===== src/hw/pcr_pkg.sv =====
package pcr_pkg;
  // register indices as printed; byte address is four times the index
  localparam int PCR_AW = 8;
  localparam logic [PCR_AW-1:0] PCR_IDX_DUTY = 8'h18;
  localparam logic [PCR_AW-1:0] PCR_IDX_RATE = 8'h1C;
  localparam logic [PCR_AW-1:0] PCR_IDX_HWC3 = 8'h1D;
  localparam logic [PCR_AW-1:0] PCR_IDX_SCRL = 8'h1E;
  localparam logic [PCR_AW-1:0] PCR_IDX_SCRH = 8'h1F;
  localparam logic [PCR_AW-1:0] PCR_ADR_DUTY = PCR_IDX_DUTY << 2;
  localparam logic [PCR_AW-1:0] PCR_ADR_RATE = PCR_IDX_RATE << 2;
  localparam logic [PCR_AW-1:0] PCR_ADR_HWC3 = PCR_IDX_HWC3 << 2;
  localparam logic [PCR_AW-1:0] PCR_ADR_SCRL = PCR_IDX_SCRL << 2;
  localparam logic [PCR_AW-1:0] PCR_ADR_SCRH = PCR_IDX_SCRH << 2;

  // field layout
  localparam int PCR_DUTY_W = 8;
  localparam int PCR_RATE_W = 2;
  localparam int PCR_TRIM_W = 2;
  localparam int PCR_TRIM_LSB = 0;
  localparam int PCR_TSD_BIT = 2;
  localparam int PCR_CFG_W = 3;

  // reset values
  localparam logic [7:0] PCR_RST_DUTY = 8'h00;
  localparam logic [1:0] PCR_RST_RATE = 2'h0;
  localparam logic [7:0] PCR_RST_HWC3 = 8'h01;
  localparam logic [7:0] PCR_RST_SCR = 8'h00;

  // pin configuration codes that hand the pin to the pwm
  localparam logic [2:0] PCR_CFG_LS_PWM = 3'h6;
  localparam logic [2:0] PCR_CFG_HS_PWM = 3'h7;

  // time base: 255 steps per period
  localparam int PCR_CLK_HZ = 10_000_000;
  localparam int PCR_STEPS = 255;
  localparam logic [7:0] PCR_STEP_LAST = 8'hFE;
  localparam int PCR_F0_HZ = 100;
  localparam int PCR_F1_HZ = 200;
  localparam int PCR_F2_HZ = 325;
  localparam int PCR_F3_HZ = 400;
  localparam int PCR_PRE_W = 12;
  localparam logic [PCR_PRE_W-1:0] PCR_STEP_CYC0 =
    PCR_PRE_W'(PCR_CLK_HZ / (PCR_F0_HZ * PCR_STEPS));
  localparam logic [PCR_PRE_W-1:0] PCR_STEP_CYC1 =
    PCR_PRE_W'(PCR_CLK_HZ / (PCR_F1_HZ * PCR_STEPS));
  localparam logic [PCR_PRE_W-1:0] PCR_STEP_CYC2 =
    PCR_PRE_W'(PCR_CLK_HZ / (PCR_F2_HZ * PCR_STEPS));
  localparam logic [PCR_PRE_W-1:0] PCR_STEP_CYC3 =
    PCR_PRE_W'(PCR_CLK_HZ / (PCR_F3_HZ * PCR_STEPS));
endpackage : pcr_pkg


===== src/hw/pcr_pwm.sv =====
`timescale 1ns/100ps
module pcr_pwm #(
  parameter int DUTY_W = pcr_pkg::PCR_DUTY_W
) (
  input wire logic clk_i,
  input wire logic nrst_i,
  input wire logic soft_rst_i,
  input wire logic [DUTY_W-1:0] duty_i,
  input wire logic [pcr_pkg::PCR_RATE_W-1:0] rate_i,
  output logic on_o
);
  import pcr_pkg::*;

  typedef struct packed {
    logic [PCR_PRE_W-1:0] pre;
    logic [7:0] step;
    logic [DUTY_W-1:0] duty;
    logic [PCR_RATE_W-1:0] rate;
    logic on;
  } pcr_pwm_s;

  pcr_pwm_s st_ff;
  pcr_pwm_s nxt_st;
  logic [PCR_PRE_W-1:0] step_len;

  // prescaler, step counter, boundary latch and compare
  always_comb begin
    nxt_st = st_ff;
    unique case (st_ff.rate)
      2'h0: step_len = PCR_STEP_CYC0;
      2'h1: step_len = PCR_STEP_CYC1;
      2'h2: step_len = PCR_STEP_CYC2;
      2'h3: step_len = PCR_STEP_CYC3;
    endcase
    if (st_ff.pre == step_len - PCR_PRE_W'(1)) begin
      nxt_st.pre = '0;
      if (st_ff.step == PCR_STEP_LAST) begin
        // new settings only at the period boundary
        nxt_st.step = 8'h00;
        nxt_st.duty = duty_i;
        nxt_st.rate = rate_i;
      end else begin
        nxt_st.step = st_ff.step + 8'h01;
      end
    end else begin
      nxt_st.pre = st_ff.pre + PCR_PRE_W'(1);
    end
    // soft reset restarts the period with cleared settings
    if (soft_rst_i) begin
      nxt_st = '0;
    end
    // step runs 0..254: 0 never on, 255 always on
    nxt_st.on = (nxt_st.step < nxt_st.duty);
  end

  // single state register
  always_ff @(posedge clk_i or negedge nrst_i) begin
    if (!nrst_i) begin
      st_ff <= '0;
    end else begin
      st_ff <= nxt_st;
    end
  end

  assign on_o = st_ff.on;

  AST_DUTY_HOLD: assert property (@(posedge clk_i) disable iff (!nrst_i)
    (!soft_rst_i && st_ff.step != PCR_STEP_LAST) |=> $stable(st_ff.duty)
  ) else $error("duty changed inside a period");
  AST_RATE_HOLD: assert property (@(posedge clk_i) disable iff (!nrst_i)
    (!soft_rst_i && st_ff.step != PCR_STEP_LAST) |=> $stable(st_ff.rate)
  ) else $error("rate changed inside a period");
  AST_ZERO_OFF: assert property (@(posedge clk_i) disable iff (!nrst_i)
    st_ff.duty == 8'h00 |-> !st_ff.on
  ) else $error("switch on with zero duty");
  AST_FULL_ON: assert property (@(posedge clk_i) disable iff (!nrst_i)
    st_ff.duty == 8'hFF |-> st_ff.on
  ) else $error("switch off with full duty");
endmodule : pcr_pwm


===== src/hw/pcr_regs.sv =====
`timescale 1ns/100ps
module pcr_regs (
  input wire logic CLK_SYS_I,
  input wire logic NRST_I,
  // apb3 slave
  input wire logic PSEL_I,
  input wire logic PENABLE_I,
  input wire logic PWRITE_I,
  input wire logic [pcr_pkg::PCR_AW-1:0] PADDR_I,
  input wire logic [31:0] PWDATA_I,
  output logic [31:0] PRDATA_O,
  output logic PREADY_O,
  output logic PSLVERR_O,
  // device context, same clock domain
  input wire logic SOFT_RST_I,
  input wire logic NORMAL_MODE_I,
  input wire logic CFG_LOCK1_I,
  input wire logic [pcr_pkg::PCR_CFG_W-1:0] PIN_CFG_I,
  // controls to the rest of the device
  output logic HS_SWITCH_ON_O,
  output logic LS_SWITCH_ON_O,
  output logic THERMAL_TRIP_LEVEL_O,
  output logic [pcr_pkg::PCR_TRIM_W-1:0] REGULATOR_CURRENT_LIMIT_TRIM_O,
  output logic [15:0] SCRATCH_WORD_O
);
  import pcr_pkg::*;

  typedef struct packed {
    logic [PCR_DUTY_W-1:0] duty_setting;
    logic [PCR_RATE_W-1:0] period_rate_select;
    logic thermal_trip_level;
    logic [PCR_TRIM_W-1:0] regulator_current_limit_trim;
    logic [7:0] scratch_low_byte;
    logic [7:0] scratch_high_byte;
    logic [31:0] rdata;
    logic ready;
    logic slverr;
    logic hs_on;
    logic ls_on;
  } pcr_regs_s;

  localparam pcr_regs_s PCR_REGS_RST = '{
    duty_setting: PCR_RST_DUTY,
    period_rate_select: PCR_RST_RATE,
    thermal_trip_level: PCR_RST_HWC3[PCR_TSD_BIT],
    regulator_current_limit_trim:
      PCR_RST_HWC3[PCR_TRIM_LSB +: PCR_TRIM_W],
    scratch_low_byte: PCR_RST_SCR,
    scratch_high_byte: PCR_RST_SCR,
    rdata: 32'h0000_0000,
    ready: 1'b0,
    slverr: 1'b0,
    hs_on: 1'b0,
    ls_on: 1'b0
  };

  pcr_regs_s st_ff;
  pcr_regs_s nxt_st;
  logic pwm_on;
  logic setup_ph;
  logic wr_acc;
  logic hit;

  // pwm time base sees the live settings, latches them per period
  pcr_pwm #(
    .DUTY_W(PCR_DUTY_W)
  ) u_pwm (
    .clk_i(CLK_SYS_I),
    .nrst_i(NRST_I),
    .soft_rst_i(SOFT_RST_I),
    .duty_i(st_ff.duty_setting),
    .rate_i(st_ff.period_rate_select),
    .on_o(pwm_on)
  );

  // apb phase decode; the slave always answers in the first access cycle
  assign setup_ph = PSEL_I && !PENABLE_I;
  assign wr_acc = PSEL_I && PENABLE_I && st_ff.ready && PWRITE_I;

  // address decode: word aligned, one of five registers
  always_comb begin
    hit = 1'b0;
    if (PADDR_I[1:0] == 2'b00) begin
      unique case (PADDR_I)
        PCR_ADR_DUTY, PCR_ADR_RATE, PCR_ADR_HWC3,
        PCR_ADR_SCRL, PCR_ADR_SCRH: hit = 1'b1;
        default: hit = 1'b0;
      endcase
    end
  end

  // register updates, read data and switch outputs
  always_comb begin
    nxt_st = st_ff;
    nxt_st.ready = setup_ph && !st_ff.ready;
    nxt_st.slverr = setup_ph && !st_ff.ready && !hit;
    // read data captured in setup so it is ready in the access cycle
    nxt_st.rdata = 32'h0000_0000;
    if (setup_ph && !PWRITE_I && hit) begin
      unique case (PADDR_I)
        PCR_ADR_DUTY: nxt_st.rdata[7:0] = st_ff.duty_setting;
        // upper bits stay zero: reserved reads as zero
        PCR_ADR_RATE:
          nxt_st.rdata[PCR_RATE_W-1:0] = st_ff.period_rate_select;
        PCR_ADR_HWC3: begin
          nxt_st.rdata[PCR_TSD_BIT] = st_ff.thermal_trip_level;
          nxt_st.rdata[PCR_TRIM_LSB +: PCR_TRIM_W] =
            st_ff.regulator_current_limit_trim;
        end
        // reads allowed in any mode, stop included
        PCR_ADR_SCRL: nxt_st.rdata[7:0] = st_ff.scratch_low_byte;
        PCR_ADR_SCRH: nxt_st.rdata[7:0] = st_ff.scratch_high_byte;
        default: nxt_st.rdata = 32'h0000_0000;
      endcase
    end
    // writes take effect at the access edge only
    if (wr_acc && hit) begin
      unique case (PADDR_I)
        PCR_ADR_DUTY: nxt_st.duty_setting = PWDATA_I[7:0];
        // only the rate field is stored, others dropped
        PCR_ADR_RATE: nxt_st.period_rate_select =
          PWDATA_I[PCR_RATE_W-1:0];
        PCR_ADR_HWC3: begin
          // lockable fields frozen while the level one lock is set
          if (!CFG_LOCK1_I) begin
            nxt_st.thermal_trip_level = PWDATA_I[PCR_TSD_BIT];
            nxt_st.regulator_current_limit_trim =
              PWDATA_I[PCR_TRIM_LSB +: PCR_TRIM_W];
          end
        end
        // scratch only in normal mode; device logic never writes it
        PCR_ADR_SCRL: begin
          if (NORMAL_MODE_I) begin
            nxt_st.scratch_low_byte = PWDATA_I[7:0];
          end
        end
        PCR_ADR_SCRH: begin
          if (NORMAL_MODE_I) begin
            nxt_st.scratch_high_byte = PWDATA_I[7:0];
          end
        end
        default: nxt_st.duty_setting = st_ff.duty_setting;
      endcase
    end
    // soft reset outranks a write; scratch bytes untouched
    if (SOFT_RST_I) begin
      nxt_st.duty_setting = PCR_RST_DUTY;
      nxt_st.period_rate_select = PCR_RST_RATE;
      // locked settings keep their value like a restart
      if (!CFG_LOCK1_I) begin
        nxt_st.thermal_trip_level = PCR_RST_HWC3[PCR_TSD_BIT];
        nxt_st.regulator_current_limit_trim =
          PCR_RST_HWC3[PCR_TRIM_LSB +: PCR_TRIM_W];
      end
    end
    // pin hand-off decides which side the pwm drives
    nxt_st.ls_on = pwm_on && (PIN_CFG_I == PCR_CFG_LS_PWM);
    nxt_st.hs_on = pwm_on && (PIN_CFG_I == PCR_CFG_HS_PWM);
  end

  // power-on reset is the only thing that clears scratch
  always_ff @(posedge CLK_SYS_I or negedge NRST_I) begin
    if (!NRST_I) begin
      st_ff <= PCR_REGS_RST;
    end else begin
      st_ff <= nxt_st;
    end
  end

  // outputs all straight from the state register
  assign PRDATA_O = st_ff.rdata;
  assign PREADY_O = st_ff.ready;
  assign PSLVERR_O = st_ff.slverr;
  assign HS_SWITCH_ON_O = st_ff.hs_on;
  assign LS_SWITCH_ON_O = st_ff.ls_on;
  assign THERMAL_TRIP_LEVEL_O = st_ff.thermal_trip_level;
  assign REGULATOR_CURRENT_LIMIT_TRIM_O = st_ff.regulator_current_limit_trim;
  // low byte is bits 7:0, high byte bits 15:8
  assign SCRATCH_WORD_O = {st_ff.scratch_high_byte,
                           st_ff.scratch_low_byte};

  // checks of the documented behaviour
  AST_PREADY_NEXT: assert property (@(posedge CLK_SYS_I) disable iff (!NRST_I)
    (setup_ph && !st_ff.ready) |=> (PREADY_O ##1 !PREADY_O)
  ) else $error("pready not one cycle after setup");
  AST_SCR_MODE: assert property (@(posedge CLK_SYS_I) disable iff (!NRST_I)
    !NORMAL_MODE_I |=> $stable(SCRATCH_WORD_O)
  ) else $error("scratch changed outside normal mode");
  AST_SCR_SOFT: assert property (@(posedge CLK_SYS_I) disable iff (!NRST_I)
    (SOFT_RST_I && !wr_acc) |=> $stable(SCRATCH_WORD_O)
  ) else $error("soft reset altered scratch");
  AST_SCR_NOWR: assert property (@(posedge CLK_SYS_I) disable iff (!NRST_I)
    !wr_acc |=> $stable(SCRATCH_WORD_O)
  ) else $error("scratch changed without a write");
  AST_LOCK_WR: assert property (@(posedge CLK_SYS_I) disable iff (!NRST_I)
    CFG_LOCK1_I |=> ($stable(THERMAL_TRIP_LEVEL_O)
      && $stable(REGULATOR_CURRENT_LIMIT_TRIM_O))
  ) else $error("locked setting changed");
  AST_SOFT_UNLK: assert property (@(posedge CLK_SYS_I) disable iff (!NRST_I)
    (SOFT_RST_I && !CFG_LOCK1_I) |=> (!THERMAL_TRIP_LEVEL_O
      && REGULATOR_CURRENT_LIMIT_TRIM_O == 2'h1)
  ) else $error("soft reset left trim settings");
  AST_TRIM_WR: assert property (@(posedge CLK_SYS_I) disable iff (!NRST_I)
    (wr_acc && PADDR_I == PCR_ADR_HWC3 && !CFG_LOCK1_I && !SOFT_RST_I)
      |=> (THERMAL_TRIP_LEVEL_O == $past(PWDATA_I[2])
      && REGULATOR_CURRENT_LIMIT_TRIM_O == $past(PWDATA_I[1:0]))
  ) else $error("thermal or trim write lost");
  AST_RATE_RSVD: assert property (@(posedge CLK_SYS_I) disable iff (!NRST_I)
    (setup_ph && !st_ff.ready && !PWRITE_I && PADDR_I == PCR_ADR_RATE)
      |=> PRDATA_O[31:2] == 30'h0000_0000
  ) else $error("reserved rate bits read nonzero");
  AST_HWC3_RSVD: assert property (@(posedge CLK_SYS_I) disable iff (!NRST_I)
    (setup_ph && !st_ff.ready && !PWRITE_I && PADDR_I == PCR_ADR_HWC3)
      |=> PRDATA_O[31:3] == 29'h0000_0000
  ) else $error("reserved control bits read nonzero");
  AST_PIN_SEL: assert property (@(posedge CLK_SYS_I) disable iff (!NRST_I)
    PIN_CFG_I[2:1] != 2'b11 |=> (!HS_SWITCH_ON_O && !LS_SWITCH_ON_O)
  ) else $error("switch driven without pwm pin mode");
  AST_SOFT_DUTY: assert property (@(posedge CLK_SYS_I) disable iff (!NRST_I)
    SOFT_RST_I |=> ##1 (!HS_SWITCH_ON_O && !LS_SWITCH_ON_O)
  ) else $error("switch on right after soft reset");

  CV_SCR_WRITE: cover property (@(posedge CLK_SYS_I) disable iff (!NRST_I)
    wr_acc && PADDR_I == PCR_ADR_SCRH && NORMAL_MODE_I);
  CV_LOCKED_WR: cover property (@(posedge CLK_SYS_I) disable iff (!NRST_I)
    wr_acc && PADDR_I == PCR_ADR_HWC3 && CFG_LOCK1_I);
  CV_HS_ON: cover property (@(posedge CLK_SYS_I) disable iff (!NRST_I)
    HS_SWITCH_ON_O ##1 !HS_SWITCH_ON_O);
  CV_UNMAPPED: cover property (@(posedge CLK_SYS_I) disable iff (!NRST_I)
    PSLVERR_O && PREADY_O);
endmodule : pcr_regs


===== config.mk =====
export PLATFORM = sky130hd
export DESIGN_NAME = pcr_regs
export DESIGN_NICKNAME = d
export VERILOG_FILES = /design/src/hw/pcr_pkg.sv /design/src/hw/pcr_pwm.sv /design/src/hw/pcr_regs.sv
export SDC_FILE = /design/constraint.sdc
export NUM_CORES = 1
export LEC_CHECK = 0
export ABC_AREA = 1
export CAP_MARGIN = 25
export CORE_MARGIN = 4
export CORE_UTILIZATION = 40
export CTS_CLUSTER_SIZE = 10
export DETAILED_ROUTE_END_ITERATION = 10
export DONT_BUFFER_PORTS = 1
export GPL_TIMING_DRIVEN = 0
export HOLD_SLACK_MARGIN = 0.02
export PLACE_DENSITY_LB_ADDON = 0.08
export RECOVER_POWER = 100
export SLEW_MARGIN = 20
export SYNTH_ARGS = -nofsm -noshare
export SYNTH_HDL_FRONTEND = slang
export SYNTH_SLANG_ARGS = --single-unit
export TNS_END_PERCENT = 10

===== constraint.sdc =====
create_clock -name CLK_SYS_I -period 3.7 [get_ports CLK_SYS_I]
set_clock_uncertainty 0.15 [all_clocks]
set_input_delay 0.185 -clock CLK_SYS_I [delete_from_list [all_inputs] [get_ports CLK_SYS_I]]
set_output_delay 0.185 -clock CLK_SYS_I [all_outputs]
set_load 0.02 [all_outputs]

==> results.json <==
{
  "run_status": "finished, violations left",
  "violations": "max-capacitance violations, max-slew violations",
  "hp-class": "input pin to register",
  "r2r-start": "u_pwm.st_ff[2]$_DFFE_PN0P_",
  "clockRootBuffer": "clkbuf_8",
  "hold_violations": 0,
  "cts_buffer_depth": 2,
  "drc_errors": 0,
  "dp_hpwl_um": 6730,
  "power_density_mw_per_mm2": 343,
  "wl_per_cell_um": 13.1,
  "start_util": 0.407,
  "cts_tree": "yes",
  "synth-compound-area-share": 0.114,
  "regArea_mm2": 0.00180,
  "antenna_left": 0,
  "cp_max_fo": 10,
  "io_pins": 106,
  "ys_async_sr_fraction": 1.00,
  "finalWeightedCongestion": 0.870,
  "finalCritPeriodShare": 0.912,
  "synth_top_family_by_area": "simple AND/OR/NAND/NOR gates",
  "ir_worst_vdd_mv": 0.131,
  "antenna_cells": 0,
  "endpoint_kind": "register",
  "drv_slew": 73,
  "layout_min_cycle_time_ps": 3370,
  "synth_adder_area_share": 0.0359,
  "start_kind": "register",
  "leakagePower_uw": 0.00224,
  "die_y_um": 110,
  "grt_max_degree": 73,
  "critPathKind": "register to register",
  "die_area_mm2": 0.0122,
  "cp-startpoint": "u_pwm.st_ff[2]$_DFFE_PN0P_",
  "setup_violations": 0,
  "cts_setup_buffers": 0,
  "ff2ff_path_depth": 19,
  "ys_types": 42,
  "synth_edf_count": 0,
  "grt_pass1_vias": 3175,
  "ctsHtreeMaxLevel": 3,
  "nets": 625,
  "endpoint": "u_pwm.on_o$_DFF_PN0_",
  "grt_usage": 0.164,
  "grt_setup_unrepaired": "false",
  "fmax_mhz": 296,
  "areaGrowthSynthToFinish_pct": 12.9,
  "synth_flop_cell": "dfrtp_1",
  "fin_tns_setup_ps": 0,
  "netlist_instances": 504,
  "max_cap_violations": 1,
  "core_mm2": 0.0103,
  "rows": 37,
  "cts_inserted_buffers": 9,
  "ys_warn_count": 0,
  "first_pass_iters": 4,
  "finalPower_uw": 1620,
  "synth-simple-area-share": 0.240,
  "clkTransAtPathRegs_ps": 80,
  "r2r-end": "u_pwm.on_o$_DFF_PN0_",
  "cts.sinks": 72,
  "fp.dieW_um": 110,
  "wirelength_um": 9220,
  "synth_seq_cells": 72,
  "avgSynthCellArea_um2": 8.30,
  "final_core_util": 0.460,
  "grt_overflow": 0,
  "port_buffers": 0,
  "drt-vias-per-instance": 4.59,
  "synth.area.mux_share": 0,
  "multi_input_area_mm2": 0.00170,
  "drt_iter0_drc": 136,
  "grt_use_met1": 0.217,
  "worst_pin_slew_ps": 1780,
  "fillers": 1066,
  "arrival_ps": 3480,
  "ys_seq_area_frac": 0.431,
  "slew_headroom": -0.184,
  "num_vias": 3227,
  "layout-drive-gt1-share": 0.136,
  "regToRegSetupSlack_ps": 330,
  "crit_required_ps": 3810,
  "antenna_found_initial": 0,
  "grt_use_met3": 0.0280,
  "cts_resized": 0,
  "clk_latency_ps": 350,
  "grt_pass1_wl_um": 15400,
  "synth_xor_area_frac": 0.0105,
  "synthesis.area_mm2": 0.00418,
  "globalRoute.busiestLayer": "met2",
  "met2_usage": 0.267
}
cell type report:
cell class / instances / share of cell area
Inverter: 75 / 0.0596
Sequential cell: 72 / 0.382
Clock buffer: 9 / 0.0262
Clock inverter: 7 / 0.0201
Multi-Input combinational cell: 323 / 0.360
Buffer: 57 / 0.0672
Timing Repair Buffer: 24 / 0.0498
Tap cell: 136 / 0.0360
kinds of logic after synthesis:
family                   count (synthesis)
adder cells (fa/ha/maj)                 12
AO/OA/AOI/OAI                           77
buffers and inverters                  132
other                                    1
AND/OR/NAND/NOR                        205
flip-flops                              72
XOR/XNOR                                 5
critical path, cell delays in order (launching register included):
cell     delay [ps]
dfrtp_1         400
buf_6           170
nand2_4          70
ha_1            210
ha_1            300
inv_1            80
nand2_1          50
nand2_1         110
nand2_2          70
nor2_4          100
nand3_1         190
nor3_4          210
nand2_1         130
nor3_2          160
a21oi_1          90
o21a_1          120
ha_1            280
a21oi_1         130
o21ai_0          90
a21oi_1         180
through the flow:
step                std cells  hold WS (ps)  setup slack [ps]  area (um^2)
CTS                       703          60.7               354         4920
global route              703          65.3              54.3         4730
floorplan                 527          -261               765         4270
global placement          663          -258               413         4440
finish                    703          54.1               327         4730
detailed placement        663          -258               389         4440
flip-flops by register name, indices dropped and copies added (netlist names):
| signal | count |
|---|---|
| PRDATA_O | 8 |
| u_pwm.on_o | 1 |
| PSLVERR_O | 1 |
| HS_SWITCH_ON_O | 1 |
| REGULATOR_CURRENT_LIMIT_TRIM_O | 2 |
| THERMAL_TRIP_LEVEL_O | 1 |
| SCRATCH_WORD_O | 16 |
| u_pwm.st_ff | 30 |
| st_ff | 10 |
| LS_SWITCH_ON_O | 1 |
| PREADY_O | 1 |
Yosys cell counts, drive strengths merged (4+ instances only):
| library cell | count | area, um^2 |
|---|---|---|
| nor4 | 4 | 37.5 |
| nor3 | 8 | 61.3 |
| buf | 55 | 413 |
| a31oi | 7 | 43.8 |
| nor3b | 5 | 42.5 |
| a21oi | 18 | 90.1 |
| nor2 | 49 | 221 |
| ha | 12 | 150 |
| nand2 | 109 | 439 |
| nand3 | 22 | 138 |
| nand4 | 7 | 56.3 |
| o21ai | 25 | 163 |
| dfrtp | 71 | 1780 |
| o22ai | 19 | 119 |
| inv | 75 | 282 |
| xor2 | 4 | 35.0 |
how the worst min path moves through the flow:
| stage | from | to | cells past startpoint |
|---|---|---|---|
| after detailed placement | NRST_I | LS_SWITCH_ON_O$_DFF_PN0_ | 0 |
| final | PADDR_I[2] | PRDATA_O[6]$_DFF_PN0_ | 3 |
| after global routing | PADDR_I[2] | PRDATA_O[6]$_DFF_PN0_ | 3 |
| after floorplan | NRST_I | HS_SWITCH_ON_O$_DFF_PN0_ | 0 |
| after global placement | NRST_I | LS_SWITCH_ON_O$_DFF_PN0_ | 0 |
| after CTS | PADDR_I[2] | PRDATA_O[6]$_DFF_PN0_ | 3 |
power breakdown:
part	total [uW]	leakage [uW]	internal (uW)	switching, uW
logic	116	0.00114	43.2	73.2
registers	796	0.000997	790	6.33
clock network	710	0.000110	381	329
total	1620	0.00224	1210	408
routing by layer:
metal	part of all wire	wire, um
met1	0.47	4310
met2	0.48	4430
met3	0.039	356
met4	0.013	117
met5	0	0
what timing repair did:
action / in CTS / in global routing
hold buffers: 24 / 0
endpoints found under the setup margin: 0 / 0
hold endpoints to repair: 121 / 0
cell usage in the layout, fill, tap and decap left out, types with 5 or more instances in the layout:
| master | n |
|---|---|
| nand2_2 | 5 |
| dlygate4sd3_1 | 23 |
| nor2_2 | 6 |
| a21oi_1 | 18 |
| nand2_1 | 102 |
| ha_1 | 12 |
| nand4_1 | 5 |
| conb_1 | 24 |
| clkbuf_1 | 29 |
| nor3_1 | 6 |
| clkbuf_8 | 9 |
| dfrtp_1 | 71 |
| buf_4 | 25 |
| a31oi_1 | 7 |
| nor2_1 | 40 |
| o22ai_1 | 19 |
| o21ai_0 | 18 |
| inv_1 | 69 |
| inv_2 | 6 |
| nand3_1 | 22 |
Power figures use the tool's default switching activity.
